## src/rtl/arcp_map.svh

```systemverilog
// Offsets, field positions, reset values and timing counts of the
// analog remote-control port block.
// Assumes a 25 MHz system clock and 32-bit APB word registers.
`ifndef ARCP_MAP_SVH
`define ARCP_MAP_SVH

// ==========================================================
// Register byte offsets
`define ARCP_OFF_CTRL     8'h00
`define ARCP_OFF_PANEL    8'h04
`define ARCP_OFF_LIMIT    8'h14
`define ARCP_OFF_OVP      8'h24
`define ARCP_OFF_STATUS   8'h28
`define ARCP_OFF_ACK      8'h2C

// ==========================================================
// Field positions
`define ARCP_CTRL_RANGE10 0
`define ARCP_CTRL_PANELON 1
`define ARCP_ST_REMOTE    0
`define ARCP_ST_RMODE     1
`define ARCP_ST_STANDBY   2
`define ARCP_ST_DCON      3
`define ARCP_ST_LATCHED   4
`define ARCP_ST_ACKSEEN   5
`define ARCP_ACK_CLEAR    0

// ==========================================================
// Reset values
`define ARCP_RST_CTRL     2'h0
`define ARCP_RST_PANEL    14'h0000
`define ARCP_RST_LIMIT    14'h3FFF
`define ARCP_RST_OVP      14'h3FFF

// ==========================================================
// Timing
`define ARCP_CLK_KHZ      25000
`define ARCP_DEBOUNCE_US  1000
`define ARCP_ACK_LOW_MS   50
`define ARCP_DEBOUNCE_CYC ((`ARCP_DEBOUNCE_US*`ARCP_CLK_KHZ+999)/1000)
`define ARCP_ACK_LOW_CYC  (`ARCP_ACK_LOW_MS*`ARCP_CLK_KHZ)
`define ARCP_CODE_W       14

`endif

```

## src/rtl/arcp_pkg.sv

```systemverilog
// Types shared by the analog remote-control port block.
// Assumes nothing beyond a SystemVerilog compiler.
package arcp_pkg;

    typedef enum logic [1:0]
    {
        ARCP_REG_CV,
        ARCP_REG_CC,
        ARCP_REG_CP,
        ARCP_REG_CR
    } arcp_reg_mode_t;

    typedef enum logic [1:0]
    {
        ARCP_SB_HIGH,
        ARCP_SB_LOW_SHORT,
        ARCP_SB_LOW_LONG
    } arcp_sb_state_t;

endpackage

```

## src/rtl/arcp_port.sv

```systemverilog
// Control logic of the isolated analog remote-control port.
// Assumes converter codes and alarm levels come from logic on clk_sys,
// and the three digital control pins are asynchronous.
`timescale 1ns/1ps
`include "arcp_map.svh"

module arcp_port #(
    parameter int W       = `ARCP_CODE_W,
    parameter int DEB_CYC = `ARCP_DEBOUNCE_CYC,
    parameter int ACK_CYC = `ARCP_ACK_LOW_CYC
) (
    input  wire logic          clk_sys,          // system clock
    input  wire logic          resetn,           // async reset, low
    input  wire logic          ce,               // clock enable
    input  wire logic          psel,             // APB select
    input  wire logic          penable,          // APB enable
    input  wire logic          pwrite,           // APB direction
    input  wire logic [7:0]    paddr,            // APB byte address
    input  wire logic [31:0]   pwdata,           // APB write data
    output logic      [31:0]   prdata,           // APB read data
    output logic               pready,           // APB ready
    output logic               pslverr,          // APB error
    input  wire logic [W-1:0]  voltage_setpoint_in,    // pin code
    input  wire logic [W-1:0]  current_setpoint_in,    // pin code
    input  wire logic [W-1:0]  power_setpoint_in,      // pin code
    input  wire logic [W-1:0]  resistance_setpoint_in, // pin code
    input  wire logic          remote_select_n_in,     // pin, low=remote
    input  wire logic          resistance_mode_in,     // pin, high=on
    input  wire logic          output_standby_in,      // pin, low=off
    input  wire logic [W-1:0]  actual_voltage,   // measured, of nominal
    input  wire logic [W-1:0]  actual_current,   // measured, of nominal
    input  wire logic          heat_alarm,       // alarm level
    input  wire logic          power_fail_alarm, // alarm level
    input  wire logic          excess_voltage_alarm, // alarm level
    input  wire logic          excess_current_alarm, // alarm level
    input  wire logic [1:0]    regulation_mode,  // arcp_reg_mode_t
    output logic [4*W-1:0]     applied_setpoint, // to output stage
    output logic               resistance_enable, // R mode applied
    output logic [4*W-1:0]     display_setpoint, // to the display
    output logic [W-1:0]       ovp_threshold,    // protection level
    output logic [W-1:0]       voltage_monitor_out, // monitor DAC code
    output logic [W-1:0]       current_monitor_out, // monitor DAC code
    output logic [W-1:0]       reference_out,    // reference DAC code
    output logic               dc_output_on,     // output stage enable
    output logic               heat_or_supply_fail_out, // status pin
    output logic               excess_voltage_alarm_out, // status pin
    output logic               const_voltage_status_out, // status pin
    output logic               alarm_ack_pulse   // acknowledge event
);
    localparam int AW = $clog2(ACK_CYC + 1);

    logic [1:0]       ctrl;
    logic [W-1:0]     panel [4];
    logic [W-1:0]     limit [4];
    logic [W-1:0]     port_value [4];
    logic [W-1:0]     port_code [4];
    logic             remote_n;
    logic             rmode;
    logic             standby;
    logic             remote;
    logic             range10;
    logic             latched;
    logic             ack_seen;
    logic [AW-1:0]    low_count;
    logic             any_alarm;
    logic             sw_ack;
    logic             wr_en;
    logic             rd_setup;
    logic [31:0]      next_rdata;
    logic             next_err;
    arcp_pkg::arcp_sb_state_t sb_state;

    generate
        if (W < 8 || DEB_CYC < 1 || ACK_CYC < 2)
        begin : g_bad
            $error("arcp_port: unsupported parameter values");
        end
    endgenerate

    // ==========================================================
    // Digital control pins
    arcp_debounce #(.CYC(DEB_CYC)) u_remote
    (
        .clk_sys (clk_sys),
        .resetn  (resetn),
        .ce      (ce),
        .pin     (remote_select_n_in),
        .level   (remote_n)
    );

    arcp_debounce #(.CYC(DEB_CYC)) u_rmode
    (
        .clk_sys (clk_sys),
        .resetn  (resetn),
        .ce      (ce),
        .pin     (resistance_mode_in),
        .level   (rmode)
    );

    arcp_debounce #(.CYC(DEB_CYC)) u_standby
    (
        .clk_sys (clk_sys),
        .resetn  (resetn),
        .ce      (ce),
        .pin     (output_standby_in),
        .level   (standby)
    );

    // An open pin idles high, which must read as manual control.
    assign remote  = !remote_n;
    assign range10 = ctrl[`ARCP_CTRL_RANGE10];

    // ==========================================================
    // Setpoint path
    assign port_code[0] = voltage_setpoint_in;
    assign port_code[1] = current_setpoint_in;
    assign port_code[2] = power_setpoint_in;
    assign port_code[3] = resistance_setpoint_in;

    generate
        for (genvar i = 0; i < 4; i++)
        begin : g_ch
            arcp_scale #(.W(W)) u_scale
            (
                .code_in (port_code[i]),
                .range10 (range10),
                .limit   (limit[i]),
                .value   (port_value[i])
            );

            // All channels switch source on the same remote flag, so
            // port and panel values are never mixed.
            always_ff @(posedge clk_sys or negedge resetn)
            begin
                if (!resetn)
                begin
                    applied_setpoint[i*W +: W] <= '0;
                    display_setpoint[i*W +: W] <= '0;
                end
                else if (ce)
                begin
                    applied_setpoint[i*W +: W] <=
                        remote ? port_value[i] : panel[i];
                    display_setpoint[i*W +: W] <=
                        remote ? port_value[i] : panel[i];
                end
            end
        end
    endgenerate

    // The resistance value is carried always but only takes effect
    // through this enable.
    always_ff @(posedge clk_sys or negedge resetn)
    begin
        if (!resetn)
            resistance_enable <= 1'b0;
        else if (ce)
            resistance_enable <= rmode;
    end

    // ==========================================================
    // Monitor and reference outputs
    always_ff @(posedge clk_sys or negedge resetn)
    begin
        if (!resetn)
        begin
            voltage_monitor_out <= '0;
            current_monitor_out <= '0;
            reference_out       <= '0;
        end
        else if (ce)
        begin
            // The DAC spans 10 V; the 5 V span uses its lower half.
            voltage_monitor_out <= range10 ? actual_voltage
                                           : (actual_voltage >> 1);
            current_monitor_out <= range10 ? current_monitor_src()
                                           : (actual_current >> 1);
            reference_out <= range10 ? {W{1'b1}}
                                     : {1'b0, {(W-1){1'b1}}};
        end
    end

    function automatic logic [W-1:0] current_monitor_src();
        return actual_current;
    endfunction

    // ==========================================================
    // Standby low-phase timing and acknowledge
    always_ff @(posedge clk_sys or negedge resetn)
    begin
        if (!resetn)
        begin
            sb_state        <= arcp_pkg::ARCP_SB_HIGH;
            low_count       <= '0;
            alarm_ack_pulse <= 1'b0;
        end
        else if (ce)
        begin
            alarm_ack_pulse <= 1'b0;
            case (sb_state)
                arcp_pkg::ARCP_SB_HIGH:
                begin
                    low_count <= '0;
                    if (!standby)
                        sb_state <= arcp_pkg::ARCP_SB_LOW_SHORT;
                end
                arcp_pkg::ARCP_SB_LOW_SHORT:
                begin
                    if (standby)
                        sb_state <= arcp_pkg::ARCP_SB_HIGH;
                    else if (low_count == AW'(ACK_CYC - 2))
                        sb_state <= arcp_pkg::ARCP_SB_LOW_LONG;
                    else
                        low_count <= low_count + 1'b1;
                end
                arcp_pkg::ARCP_SB_LOW_LONG:
                begin
                    if (standby)
                    begin
                        sb_state        <= arcp_pkg::ARCP_SB_HIGH;
                        alarm_ack_pulse <= remote;
                    end
                end
                default:
                    sb_state <= arcp_pkg::ARCP_SB_HIGH;
            endcase
        end
    end

    // ==========================================================
    // Alarm latch; a new alarm wins over a clear in the same cycle.
    assign any_alarm = heat_alarm | power_fail_alarm |
                       excess_voltage_alarm | excess_current_alarm;

    always_ff @(posedge clk_sys or negedge resetn)
    begin
        if (!resetn)
        begin
            latched  <= 1'b0;
            ack_seen <= 1'b0;
        end
        else if (ce)
        begin
            latched <= any_alarm |
                       (latched & !(alarm_ack_pulse | sw_ack));
            ack_seen <= alarm_ack_pulse | (ack_seen & !sw_ack);
        end
    end

    // ==========================================================
    // Output enable and status pins
    always_ff @(posedge clk_sys or negedge resetn)
    begin
        if (!resetn)
        begin
            dc_output_on             <= 1'b0;
            heat_or_supply_fail_out  <= 1'b0;
            excess_voltage_alarm_out <= 1'b0;
            const_voltage_status_out <= 1'b0;
        end
        else if (ce)
        begin
            // Standby gates the output in every control location.
            dc_output_on <= standby & !latched &
                (remote | ctrl[`ARCP_CTRL_PANELON]);
            heat_or_supply_fail_out <=
                heat_alarm | power_fail_alarm;
            excess_voltage_alarm_out <=
                excess_voltage_alarm;
            const_voltage_status_out <= (regulation_mode !=
                2'(arcp_pkg::ARCP_REG_CV));
        end
    end

    // ==========================================================
    // APB slave, one wait-free access phase
    assign rd_setup = psel & !penable;
    assign wr_en    = psel & penable & pready & pwrite & !pslverr;
    assign sw_ack   = wr_en & (paddr == `ARCP_OFF_ACK)
                    & pwdata[`ARCP_ACK_CLEAR];

    always_comb
    begin
        next_rdata = '0;
        next_err   = 1'b0;
        if (paddr == `ARCP_OFF_CTRL)
            next_rdata[1:0] = ctrl;
        else if (paddr == `ARCP_OFF_OVP)
            next_rdata[W-1:0] = ovp_threshold;
        else if (paddr == `ARCP_OFF_STATUS)
        begin
            next_rdata[`ARCP_ST_REMOTE]  = remote;
            next_rdata[`ARCP_ST_RMODE]   = rmode;
            next_rdata[`ARCP_ST_STANDBY] = standby;
            next_rdata[`ARCP_ST_DCON]    = dc_output_on;
            next_rdata[`ARCP_ST_LATCHED] = latched;
            next_rdata[`ARCP_ST_ACKSEEN] = ack_seen;
        end
        else if (paddr == `ARCP_OFF_ACK)
            next_rdata = '0;
        else if (paddr >= `ARCP_OFF_PANEL && paddr < `ARCP_OFF_OVP
                 && paddr[1:0] == 2'h0)
        begin
            if (paddr < `ARCP_OFF_LIMIT)
                next_rdata[W-1:0] = panel[2'(paddr[7:2] - 6'h01)];
            else
                next_rdata[W-1:0] = limit[2'(paddr[7:2] - 6'h05)];
        end
        else
            next_err = 1'b1;
    end

    always_ff @(posedge clk_sys or negedge resetn)
    begin
        if (!resetn)
        begin
            pready  <= 1'b0;
            pslverr <= 1'b0;
            prdata  <= '0;
        end
        else if (ce)
        begin
            pready  <= rd_setup;
            pslverr <= rd_setup & next_err;
            prdata  <= (rd_setup & !pwrite) ? next_rdata : 32'h00000000;
        end
    end

    // The protection threshold has no path from the port pins.
    always_ff @(posedge clk_sys or negedge resetn)
    begin
        if (!resetn)
        begin
            ctrl          <= `ARCP_RST_CTRL;
            ovp_threshold <= `ARCP_RST_OVP;
        end
        else if (ce && wr_en)
        begin
            if (paddr == `ARCP_OFF_CTRL)
                ctrl <= pwdata[1:0];
            if (paddr == `ARCP_OFF_OVP)
                ovp_threshold <= pwdata[W-1:0];
        end
    end

    generate
        for (genvar j = 0; j < 4; j++)
        begin : g_reg
            always_ff @(posedge clk_sys or negedge resetn)
            begin
                if (!resetn)
                begin
                    panel[j] <= `ARCP_RST_PANEL;
                    limit[j] <= `ARCP_RST_LIMIT;
                end
                else if (ce && wr_en)
                begin
                    if (paddr == 8'(`ARCP_OFF_PANEL + 4*j))
                        panel[j] <= pwdata[W-1:0];
                    if (paddr == 8'(`ARCP_OFF_LIMIT + 4*j))
                        limit[j] <= pwdata[W-1:0];
                end
            end
        end
    endgenerate

    // ==========================================================
    // Checks
    apply_clip_a: assert property (@(posedge clk_sys) disable iff (!resetn)
        ce && remote |=> applied_setpoint[W-1:0] <= $past(limit[0]))
        else $error("voltage setpoint above limit");

    same_source_a: assert property (@(posedge clk_sys) disable iff (!resetn)
        ce && !remote |=> applied_setpoint[2*W-1:W] == $past(panel[1]))
        else $error("manual current not from panel");

    display_src_a: assert property (@(posedge clk_sys) disable iff (!resetn)
        ce |=> display_setpoint == applied_setpoint)
        else $error("display differs from applied");

    ovp_hold_a: assert property (@(posedge clk_sys) disable iff (!resetn)
        !wr_en |=> $stable(ovp_threshold))
        else $error("threshold changed without write");

    ref_range_a: assert property (@(posedge clk_sys) disable iff (!resetn)
        ce && !range10 |=> reference_out == {1'b0, {(W-1){1'b1}}})
        else $error("reference wrong for 5 V span");

    sb_off_a: assert property (@(posedge clk_sys) disable iff (!resetn)
        ce && !standby |=> !dc_output_on)
        else $error("output on with standby low");

    alarm_off_a: assert property (@(posedge clk_sys) disable iff (!resetn)
        ce && any_alarm ##1 ce |=> !dc_output_on)
        else $error("output on during alarm");

    alarm_pin_a: assert property (@(posedge clk_sys) disable iff (!resetn)
        ce |=> excess_voltage_alarm_out == $past(excess_voltage_alarm))
        else $error("overvoltage pin wrong");

    short_pulse_a: assert property (@(posedge clk_sys) disable iff (!resetn)
        alarm_ack_pulse && $past(ce)
        |-> $past(sb_state) == arcp_pkg::ARCP_SB_LOW_LONG)
        else $error("ack after short low phase");

    cv_pin_a: assert property (@(posedge clk_sys) disable iff (!resetn)
        ce && regulation_mode == 2'(arcp_pkg::ARCP_REG_CV)
        |=> !const_voltage_status_out)
        else $error("regulation pin high in CV");
endmodule

```

## src/rtl/arcp_debounce.sv

```systemverilog
// Two-flop synchroniser followed by a stability filter for one pin.
// Assumes the pin is asynchronous to clk_sys and idles high.
`timescale 1ns/1ps

module arcp_debounce #(
    parameter int CYC = 25000
) (
    input  wire logic clk_sys,  // system clock
    input  wire logic resetn,   // async reset, active low
    input  wire logic ce,       // clock enable
    input  wire logic pin,      // raw pin level
    output logic      level     // filtered level
);
    localparam int CW = $clog2(CYC + 1);

    logic          sync_a;
    logic          sync_b;
    logic [CW-1:0] count;

    generate
        if (CYC < 1)
        begin : g_bad
            $error("arcp_debounce: CYC must be at least 1");
        end
    endgenerate

    // ==========================================================
    // Synchroniser
    always_ff @(posedge clk_sys or negedge resetn)
    begin
        if (!resetn)
        begin
            sync_a <= 1'b1;
            sync_b <= 1'b1;
        end
        else if (ce)
        begin
            sync_a <= pin;
            sync_b <= sync_a;
        end
    end

    // ==========================================================
    // Filter: a new level is taken only after it held CYC cycles.
    always_ff @(posedge clk_sys or negedge resetn)
    begin
        if (!resetn)
        begin
            count <= '0;
            level <= 1'b1;
        end
        else if (ce)
        begin
            if (sync_b == level)
                count <= '0;
            else if (count == CW'(CYC - 1))
            begin
                count <= '0;
                level <= sync_b;
            end
            else
                count <= count + 1'b1;
        end
    end
endmodule

```

## src/rtl/arcp_scale.sv

```systemverilog
// Converts one digitised setpoint input to a fraction of nominal and
// clips it to the adjustment limit.
// Assumes the converter maps 0 to 10 V onto the full code range.
`timescale 1ns/1ps

module arcp_scale #(
    parameter int W = 14
) (
    input  wire logic [W-1:0] code_in,   // converter code of the pin
    input  wire logic         range10,   // 1: 10 V span, 0: 5 V span
    input  wire logic [W-1:0] limit,     // adjustment limit
    output logic      [W-1:0] value      // scaled, clipped setpoint
);
    logic [W:0]   doubled;
    logic [W-1:0] scaled;

    // In the 5 V span half the code range is full scale, so the code
    // is doubled and saturates; this halves the usable resolution.
    always_comb
    begin
        doubled = {code_in, 1'b0};
        if (range10)
            scaled = code_in;
        else if (doubled[W])
            scaled = {W{1'b1}};
        else
            scaled = doubled[W-1:0];
        value = (scaled > limit) ? limit : scaled;
    end
endmodule

```

## config.mk

```make
export PLATFORM = sky130hd
export DESIGN_NAME = arcp_port
export DESIGN_NICKNAME = d
export VERILOG_FILES = /design/src/rtl/arcp_pkg.sv /design/src/rtl/arcp_port.sv /design/src/rtl/arcp_debounce.sv /design/src/rtl/arcp_scale.sv
export VERILOG_INCLUDE_DIRS = /design/src /design/src/rtl
export SDC_FILE = /design/constraint.sdc
export NUM_CORES = 1
export LEC_CHECK = 0
export BUFFER_PORTS_ARGS = -buffer_cell sky130_fd_sc_hd__buf_2
export CORE_ASPECT_RATIO = 0.9
export CORE_MARGIN = 2
export CORE_UTILIZATION = 45
export CTS_CLUSTER_SIZE = 40
export DETAILED_ROUTE_END_ITERATION = 8
export GPL_ROUTABILITY_DRIVEN = 0
export PLACE_DENSITY = 0.71
export SYNTH_ARGS = -nofsm -noshare
export SYNTH_HDL_FRONTEND = slang
export SYNTH_HIERARCHICAL = 1
export SYNTH_SLANG_ARGS = --single-unit
```

## constraint.sdc

```tcl
create_clock -name clk_sys -period 7.9 [get_ports clk_sys]
set_input_delay 0 -clock clk_sys [delete_from_list [all_inputs] [get_ports clk_sys]]
set_output_delay 0 -clock clk_sys [all_outputs]
set_load 0.01 [all_outputs]
```

==> results.sh, run 1 <==
export IMPL_arrival_ns=4.78
export IMPL_wirelength_mm=56.5
export IMPL_worstReg2RegEnd="display_setpoint[45]"
export IMPL_ys_warnings_count=6
export IMPL_fin_hold_ws_ns=0.0430
export IMPL_dieArea_um2=44600
export IMPL_cts_root_buf="clkbuf_16"
export IMPL_drv_cap=0
export IMPL_core_area_um2=42100
export IMPL_clock_sinks=315
export IMPL_slew_viol_final=0
export IMPL_slew_headroom_pct=23.2
export IMPL_hold_depth=4
export IMPL_powerDensity_nw_per_um2=180
export IMPL_htree_levels=2
export IMPL_synthToLayoutAreaGrowth_pct=17.7
export IMPL_synth_largest_area_cell="dfrtp_1"
export IMPL_synth_area_leaders="dfrtp_1 31%, dfstp_2 11%, mux2_2 8.4%"
export IMPL_dp_hpwl_mm=40.4
export IMPL_ios=347
export IMPL_synth_flop_cell="dfrtp_1"
export IMPL_setup_viol=0
export IMPL_highest_layer="met4"
export IMPL_final_hold_viol_count=0
export IMPL_period_share_pct=55.8
export IMPL_synth_seq_area_share_pct=41.3
export IMPL_worstSetupPathType="reg -> reg"
export IMPL_worst_slack_ns=3.49
export IMPL_avgViaCountPerCell=5.72
export IMPL_syn_avg_cell_area_um2=10.5
export IMPL_row_count=71
export IMPL_clock_latency_ns=0.55
export IMPL_n_fill_cell=3744
export IMPL_clk_pin_slew_worst_paths_ns=0.06
export IMPL_cp_max_fo=100
export IMPL_drc=0
export IMPL_placed_cells=2550
export IMPL_pre_cts_ws_ns=3.58
export IMPL_cts_buffer_depth=3
export IMPL_synth_most_common_cell="dfrtp_1"
export IMPL_clock_fmax_mhz=227
export IMPL_cts_buffers=37
export IMPL_vias=15500
export IMPL_final_area_um2=22700
export IMPL_wire_per_inst_um=20.9
export IMPL_layout_drive_gt1_share_pct=34.0
export IMPL_synth_edf_count=0
export IMPL_cp_data_required_time_ns=8.27
export IMPL_worst_setup_path_start_kind="flop"
export IMPL_tns_ns=0
export IMPL_grt_setup_unrepaired="no"
export IMPL_layoutNonFillerInstCount=2704
export IMPL_hold_class="in -> reg"
export IMPL_wl_met2_mm=26.0
export IMPL_reg2reg_depth=10
export IMPL_status="complete, no violations"
export IMPL_ys_ff_latch=315
export IMPL_grt_pass1_vias=15100
export IMPL_endpoint_kind="flop"
export IMPL_cts_setup_buffers=0
export IMPL_grt_use_total_pct=24.9
export IMPL_die_h_um=201
export IMPL_tightestPinTransition_ns=1.15
export IMPL_synth_top_cells_by_count="236 x dfrtp_1, 164 x nor2_1, 144 x mux2_2"
export IMPL_async_flop_share_pct=100
export IMPL_drt_met1_wl_mm=24.8
export IMPL_synth_top_area_share_pct=30.6
export IMPL_grt_pass1_wl_mm=87.3
export IMPL_first_pass_iters=6
export IMPL_grt_max_degree=118
export IMPL_whs_endpoint="prdata[5]"
export IMPL_power_leakage_nw=10.1
export IMPL_irDropWorstVdd_uv=133
export IMPL_period_minus_slack_ns=4.41
export IMPL_power_mw=4.10
export IMPL_rrSetupSlack_ns=3.49
export IMPL_syn_inst=1846
export IMPL_synth_area_um2=19300
export IMPL_die_w_um=222
export IMPL_grt_overflow_total=0
export IMPL_ant_nets=0
export IMPL_nNetsFinal=2324
export IMPL_r2r_start="ctrl[0]"
export IMPL_post_dp_cell_area_um2=20600
export IMPL_min_from="paddr[4]"
export IMPL_dr_first_iter_drc_count=1236
export IMPL_wl_met3_mm=3.45
export IMPL_initial_core_util_pct=45.9
export IMPL_synth_distinct_cells=80
export IMPL_cts_tree="built"
export IMPL_fin_skew_ns=0.0210
export IMPL_antenna_found_initial=7
export IMPL_portBuffers=310
export IMPL_fin_util_pct=54.0
## final cells by class
cell class	count	area [um2]	area share, %
Sequential cell	315	7990	35.2
Antenna cell	8	20.0	0.0881
Inverter	89	334	1.47
Timing Repair Buffer	401	2450	10.8
Tap cell	547	684	3.01
Clock buffer	54	1110	4.90
Multi-Input combinational cell	1276	9930	43.7
Clock inverter	14	204	0.898
## where the power goes
| part | total (mW) | switching (mW) | internal, mW |
|---|---|---|---|
| combinational | 0.498 | 0.288 | 0.210 |
| sequential | 1.76 | 0.0719 | 1.68 |
| clock | 1.84 | 0.698 | 1.14 |
| total | 4.10 | 1.06 | 3.04 |
## logic make-up (layout without fill, tap and decap cells)
group,count (synthesis),after routing,synth area share [%]
flip-flops,315,315,41.3
AO/OA/AOI/OAI,339,339,10.9
buffers and inverters,272,558,7.59
other,1,26,0.0194
adder cells (fa/ha/maj),65,65,4.21
AND/OR/NAND/NOR,518,518,14.6
XOR/XNOR,8,8,0.363
multiplexers,328,328,20.9
## metal layers
layer | vias up | track usage [%]
met5 | - | 0
met4 | 0 | 9.97
met2 | 582 | 39.8
met3 | 123 | 3.64
met1 | 7638 | 34.1
li1 | 7129 | -
## cells in the final DEF (no fill, tap or decap), drive strengths merged, types with 8 or more instances in the layout
| cell type | count |
|---|---|
| mux2i | 110 |
| o21ai | 77 |
| a21oi | 132 |
| nor2 | 168 |
| nand2b | 14 |
| conb | 18 |
| or4 | 14 |
| and3 | 19 |
| a21o | 8 |
| inv | 90 |
| nand3 | 38 |
| nand2 | 125 |
| buf | 323 |
| ha | 65 |
| dlygate4sd3 | 78 |
| or3 | 14 |
| o311ai | 14 |
| o31ai | 16 |
| and2 | 14 |
| dfrtp | 236 |
| diode | 8 |
| nor4 | 18 |
| nor3 | 13 |
| nor2b | 17 |
| nand4 | 23 |
| mux4 | 28 |
| a22o | 11 |
| dfstp | 79 |
| clkbuf | 54 |
| a31oi | 30 |
| a32oi | 8 |
| mux2 | 190 |
## worst max path at each step
| stage | from | endpoint | slack, ns | depth (start not counted) |
|---|---|---|---|---|
| floorplan | ctrl[0] | display_setpoint[18] | 4.88 | 11 |
| global placement | ctrl[0] | display_setpoint[45] | 3.63 | 10 |
| detailed placement | ctrl[0] | display_setpoint[45] | 3.58 | 10 |
| CTS | ctrl[0] | display_setpoint[47] | 3.54 | 10 |
| global route | ctrl[0] | display_setpoint[55] | 3.21 | 10 |
| finish | ctrl[0] | display_setpoint[45] | 3.49 | 10 |
## repair_timing
action / CTS / global route
endpoints found under the setup margin: 0 / 0
hold endpoints to repair: 275 / 0
gates resized for setup: 0 / 0
hold buffers: 78 / 0
## worst max-delay path: stages, from the launching register on
cell     delay (ns)
dfrtp_4        0.98
buf_4          0.62
o21ai_0        0.26
ha_1           0.33
nand4_1        0.13
a21oi_1        0.14
o31ai_1        0.10
a22oi_2        0.92
mux2_2         0.42
mux2i_1        0.17
a21oi_1        0.09
## flip-flops by register name, indices dropped and copies added (netlist names), 15 cells and up
signal	count
display_setpoint	56
limit	56
low_count	21
panel	56
u_remote/count	15
u_rmode/count	15
u_standby/count	15
No activity file was read; power rests on OpenSTA's default activity.
==> run 2, diff against run 1 <==
--- a/config.mk
+++ b/config.mk
@@ -13,7 +13,7 @@
 export CTS_CLUSTER_SIZE = 40
 export DETAILED_ROUTE_END_ITERATION = 8
 export GPL_ROUTABILITY_DRIVEN = 0
-export PLACE_DENSITY = 0.71
+export PLACE_DENSITY = 0.73
 export SYNTH_ARGS = -nofsm -noshare
 export SYNTH_HDL_FRONTEND = slang
 export SYNTH_HIERARCHICAL = 1
==> constraint.sdc (replaced) <==
create_clock -name clk_sys -period 3.7 [get_ports clk_sys]
set_input_delay 0 -clock clk_sys [delete_from_list [all_inputs] [get_ports clk_sys]]
set_output_delay 0 -clock clk_sys [all_outputs]
set_load 0.01 [all_outputs]
==> run 2 against run 1 <==
  * Clock-buffer cell count is 1 higher
  * Worst hold slack gained 0.0010 ns
  * Sequential share of layout area about the same
  * Sequential power increased by 110%
  * Maximum frequency is 32% higher
  * Critical endpoint is now display_setpoint[29]
  * Largest cell class unchanged
==> results.sh, run 2 (same netlist as run 1, synthesis figures left out) <==
export IMPL_grt_overflow_total=0
export IMPL_final_area_um2=22700
export IMPL_irDropWorstVdd_uv=262
export IMPL_core_area_um2=42100
export IMPL_cts_buffers=37
export IMPL_grt_use_total_pct=25.0
export IMPL_hold_class="in -> reg"
export IMPL_first_pass_iters=5
export IMPL_initial_core_util_pct=45.9
export IMPL_tightestPinTransition_ns=1.04
export IMPL_power_leakage_nw=10.1
export IMPL_multi_input_comb_area_um2=9930
export IMPL_cts_root_buf="clkbuf_16"
export IMPL_mostFrequentLayoutCells="308 x buf_2, 235 x dfrtp_1, 164 x nor2_1"
export IMPL_status="complete, no violations"
export IMPL_grt_max_degree=134
export IMPL_final_hold_viol_count=0
export IMPL_cts_setup_buffers=0
export IMPL_clock_latency_ns=0.55
export IMPL_dr_first_iter_drc_count=1354
export IMPL_fin_util_pct=54.0
export IMPL_cts_tree="built"
export IMPL_worst_setup_path_start_kind="flop"
export IMPL_clk_pin_slew_worst_paths_ns=0.06
export IMPL_endpoint_kind="flop"
export IMPL_cts_buffer_depth=3
export IMPL_clock_sinks=315
export IMPL_portBuffers=310
export IMPL_period_minus_slack_ns=3.33
export IMPL_antenna_found_initial=9
export IMPL_cp_data_required_time_ns=4.09
export IMPL_post_dp_cell_area_um2=20800
export IMPL_slew_headroom_pct=30.9
export IMPL_power_mw=8.56
export IMPL_tns_ns=0
export IMPL_nNetsFinal=2337
export IMPL_grt_setup_unrepaired="no"
export IMPL_arrival_ns=3.72
export IMPL_top_regs="display_setpoint x56, limit x56, panel x56"
export IMPL_period_share_pct=89.9
export IMPL_fin_skew_ns=0.0242
export IMPL_ant_nets=0
export IMPL_row_count=71
export IMPL_pre_cts_ws_ns=0.412
export IMPL_dieArea_um2=44600
export IMPL_grt_pass1_wl_mm=87.2
export IMPL_powerDensity_nw_per_um2=377
export IMPL_final_common_cell="buf_2"
export IMPL_die_w_um=222
export IMPL_cp_max_fo=28
export IMPL_worstSetupPathType="reg -> reg"
export IMPL_clock_fmax_mhz=301
export IMPL_drc=0
export IMPL_synthToLayoutAreaGrowth_pct=17.8
export IMPL_worst_slack_ns=0.373
export IMPL_vias=15700
export IMPL_wirelength_mm=56.8
export IMPL_regArea_um2=7990
export IMPL_setup_viol=0
export IMPL_die_h_um=201
export IMPL_dp_hpwl_mm=41.6
export IMPL_layout_drive_gt1_share_pct=34.5
export IMPL_slew_viol_final=0
export IMPL_grt_pass1_vias=15200
export IMPL_avgViaCountPerCell=5.77
export IMPL_n_fill_cell=3669
export IMPL_drv_cap=0
export IMPL_wire_per_inst_um=20.9
export IMPL_ios=347
export IMPL_htree_levels=2
## run 2: path summary, 6_finish.rpt
check	startpoint	end	slack, ns	cells past startpoint
setup / recovery	ctrl[0]	display_setpoint[29]	0.37	13
hold / removal	voltage_setpoint_in[0]	display_setpoint[0]	0.04	5
setup reg to reg	ctrl[0]	display_setpoint[29]	0.37	13
hold reg to reg	u_rmode/sync_b	u_rmode/level	0.48	2
max in group asynchronous	resetn	limit[47]	2.41	3
min in group asynchronous	resetn	u_remote/count[10]	0.17	2
## run 2: final cells by class
type                    instances  area share (%)
multi-input cells            1276            43.6
clock buffers                  55            4.64
clock inverters                12           0.792
inverters                      89            1.47
diodes                          7          0.0770
well taps                     547            3.01
repair buffers                414            11.2
flip-flops and latches        315            35.1
## run 2: what timing repair did
item / CTS / global route
gates resized for setup: 0 / 0
setup endpoints to repair: 0 / 0
hold buffers: 69 / 0
hold endpoints to repair: 271 / 0
## run 2: critical path, cell delays in order (launching register included)
cell	delay, ns
dfrtp_4	0.61
buf_12	0.21
buf_4	0.22
inv_1	0.06
a21o_1	0.20
ha_1	0.30
nand2_2	0.09
nor4_4	0.34
o31ai_1	0.14
a22oi_2	0.19
buf_4	0.20
mux2_2	0.34
mux2i_1	0.15
a21oi_1	0.09
## run 2: where the power goes
| part | switching, mW | total, mW | leakage [nW] | internal, mW |
|---|---|---|---|---|
| Sequential | 0.155 | 3.75 | 3.89 | 3.59 |
| Combinational | 0.619 | 1.07 | 5.61 | 0.452 |
| Clock | 1.48 | 3.74 | 0.596 | 2.26 |
## run 2: layer usage
layer | GRT usage, % | up-vias | wire length (um)
met5 | 0 | - | 8
met4 | 10.2 | 2 | 2270
met3 | 6.34 | 133 | 4330
met2 | 39.2 | 605 | 26000
met1 | 33.1 | 7747 | 24100
li1 | - | 7179 | -
## run 2: through the flow
| stage | cells | hold slack [ns] |
|---|---|---|
| 6_report | 2715 | 0.0440 |
| 5_1_grt | 2715 | 0.0822 |
| 4_1_cts | 2708 | 0.00485 |
| 3_5_place_dp | 2572 | 0.219 |
| 3_3_place_gp | 2572 | 0.214 |
| 2_1_floorplan | 1863 | -0.296 |
==> run 3, diff against run 2 <==
--- a/config.mk
+++ b/config.mk
@@ -9,11 +9,11 @@
 export BUFFER_PORTS_ARGS = -buffer_cell sky130_fd_sc_hd__buf_2
 export CORE_ASPECT_RATIO = 0.9
 export CORE_MARGIN = 2
-export CORE_UTILIZATION = 45
+export CORE_UTILIZATION = 57
 export CTS_CLUSTER_SIZE = 40
 export DETAILED_ROUTE_END_ITERATION = 8
 export GPL_ROUTABILITY_DRIVEN = 0
-export PLACE_DENSITY = 0.73
+export PLACE_DENSITY = 0.85
 export SYNTH_ARGS = -nofsm -noshare
 export SYNTH_HDL_FRONTEND = slang
 export SYNTH_HIERARCHICAL = 1
==> constraint.sdc (replaced) <==
create_clock -name clk_sys -period 3.3 [get_ports clk_sys]
set_input_delay 0 -clock clk_sys [delete_from_list [all_inputs] [get_ports clk_sys]]
set_output_delay 0 -clock clk_sys [all_outputs]
set_load 0.01 [all_outputs]
==> run 3 against run 2 <==
  * Sequential power is 12% higher
  * Wire length is 5.7% higher
  * Via count is 5.9% higher
  * Clock power is 7.0% higher
  * Maximum frequency is 2.8% higher
  * Clock-buffer cell count stayed put
  * Global-route usage is 7.7 points higher
  * Register-to-register slack worse by 0.31 ns
  * Critical endpoint is now display_setpoint[53]
  * Largest cell class unchanged
==> results.sh, run 3 (same netlist as run 1, synthesis figures left out) <==
export IMPL_power_mw=9.44
export IMPL_clock_sinks=315
export IMPL_slew_viol_final=0
export IMPL_layout_drive_gt1_share_pct=35.7
export IMPL_initial_core_util_pct=58.2
export IMPL_grt_overflow_total=0
export IMPL_nNetsFinal=2357
export IMPL_n_fill_cell=2312
export IMPL_clk_pin_slew_worst_paths_ns=0.06
export IMPL_top_regs="display_setpoint x56, limit x56, panel x56"
export IMPL_worstSetupPathType="reg -> reg"
export IMPL_cp_max_fo=12
export IMPL_endpoint_kind="flop"
export IMPL_dp_hpwl_mm=40.3
export IMPL_grt_max_degree=114
export IMPL_cts_root_buf="clkbuf_16"
export IMPL_vias=16600
export IMPL_power_leakage_nw=10.2
export IMPL_max_stage_delay_ns=0.57
export IMPL_final_hold_viol_count=0
export IMPL_wire_per_inst_um=22.7
export IMPL_worst_setup_path_start_kind="flop"
export IMPL_wirelength_mm=60.0
export IMPL_avgViaCountPerCell=6.28
export IMPL_grt_pass1_vias=16000
export IMPL_irDropWorstVdd_uv=344
export IMPL_arrival_ns=3.61
export IMPL_grt_setup_unrepaired="yes"
export IMPL_ios=347
export IMPL_final_common_cell="buf_2"
export IMPL_cts_buffer_depth=3
export IMPL_crit_path_top_delay_cell="dfrtp_4"
export IMPL_htree_levels=2
export IMPL_setup_viol=0
export IMPL_clock_fmax_mhz=309
export IMPL_dr_first_iter_drc_count=1855
export IMPL_ant_nets=0
export IMPL_powerDensity_nw_per_um2=413
export IMPL_period_share_pct=98.1
export IMPL_crit_chain="buf_12 -> buf_6 -> buf_4 -> nand2_1 -> o21ai_2 -> ha_1 -> nand4_1 -> a21oi_2 -> o31ai_2 -> a22oi_2 -> buf_12 -> buf_4 -> mux2_4 -> mux2i_2 -> a21oi_1"
export IMPL_status="complete, no violations"
export IMPL_hold_class="in -> reg"
export IMPL_slew_headroom_pct=29.7
export IMPL_crit_buf_inv=5
export IMPL_die_h_um=179
export IMPL_synthToLayoutAreaGrowth_pct=18.3
export IMPL_antenna_found_initial=5
export IMPL_portBuffers=310
export IMPL_cp_data_required_time_ns=3.68
export IMPL_drc=0
export IMPL_grt_use_total_pct=32.7
export IMPL_crit_family="buffers and inverters"
export IMPL_dieArea_um2=35400
export IMPL_cts_tree="built"
export IMPL_tightestPinTransition_ns=1.06
export IMPL_first_pass_iters=7
export IMPL_row_count=63
export IMPL_clock_latency_ns=0.52
export IMPL_drv_cap=0
export IMPL_core_area_um2=33200
export IMPL_fin_util_pct=68.8
export IMPL_grt_pass1_wl_mm=89.4
export IMPL_mostFrequentLayoutCells="308 x buf_2, 235 x dfrtp_1, 164 x nor2_1"
export IMPL_fin_hold_ws_ns=0.0830
export IMPL_fin_skew_ns=0.0116
export IMPL_die_w_um=198
export IMPL_cts_buffers=35
export IMPL_period_minus_slack_ns=3.24
run 3: changes by cell type in the layout (fill, tap and decap cells not counted), moves of 4 or more:
| cell | previous run | this run |
|---|---|---|
| buf_4 | 32 | 46 |
| buf_6 | 1 | 5 |
| o21ai_0 | 77 | 67 |
| o21ai_1 | 0 | 7 |
run 3: repair_timing:
action / CTS / global route
hold endpoints to repair: 256 / 0
gates resized for setup: 0 / 25
endpoints found under the setup margin: 1 / 46
buffers inserted: 1 / 12
pin swaps: 1 / 11
hold buffers: 67 / 0
cloned: 0 / 2
run 3: per-stage QoR:
stage                     worst slack, ns  cells  cell area, um2  setup TNS (ns)
final                              0.0629   2639           22800               0
after floorplan                     0.276   1863           19400               0
after global routing              -0.0640   2637           22800          -0.329
after global placement              0.154   2489           20800               0
after detailed placement           0.0601   2489           20800               0
after CTS                          0.0351   2620           22600               0
run 3: cell type report:
class                   instances  area (um2)  area share [%]
repair buffers                436        2810            12.3
well taps                     455         569            2.49
diodes                          5        12.5          0.0548
clock inverters                 8        96.3           0.422
inverters                      89         334            1.46
multi-input cells            1276        9960            43.6
clock buffers                  55        1060            4.66
flip-flops and latches        315        7990            35.0
run 3: tightest hold or removal path: stages:
cell	delay, ns
buf_2	0.12
nor3_1	0.15
a21oi_1	0.20
o31ai_1	0.09
run 3: per-layer routing:
layer,routed length [um],track usage [%],vias up
met3,6130,6.96,204
li1,-,-,7194
met2,27900,52.8,1047
met5,0,0,-
met1,23200,42.7,8138
met4,2800,14.5,0
run 3: path summary, 6_finish.rpt:
kind	from	cells after the start	end	slack [ns]
min	paddr[7]	4	prdata[5]	0.08
max reg2reg	ctrl[0]	15	display_setpoint[53]	0.06
min in group asynchronous	resetn	2	low_count[17]	0.12
max in group asynchronous	resetn	3	limit[19]	2.05
min reg2reg	u_remote/sync_b	2	u_remote/level	0.48
max	ctrl[0]	15	display_setpoint[53]	0.06
run 3: power by group:
group,internal (mW),leakage (nW),switching (mW),total (mW)
Sequential,4.03,3.89,0.174,4.20
Clock,2.38,0.567,1.62,4.00
Combinational,0.523,5.76,0.722,1.25
Total,6.93,10.2,2.52,9.44
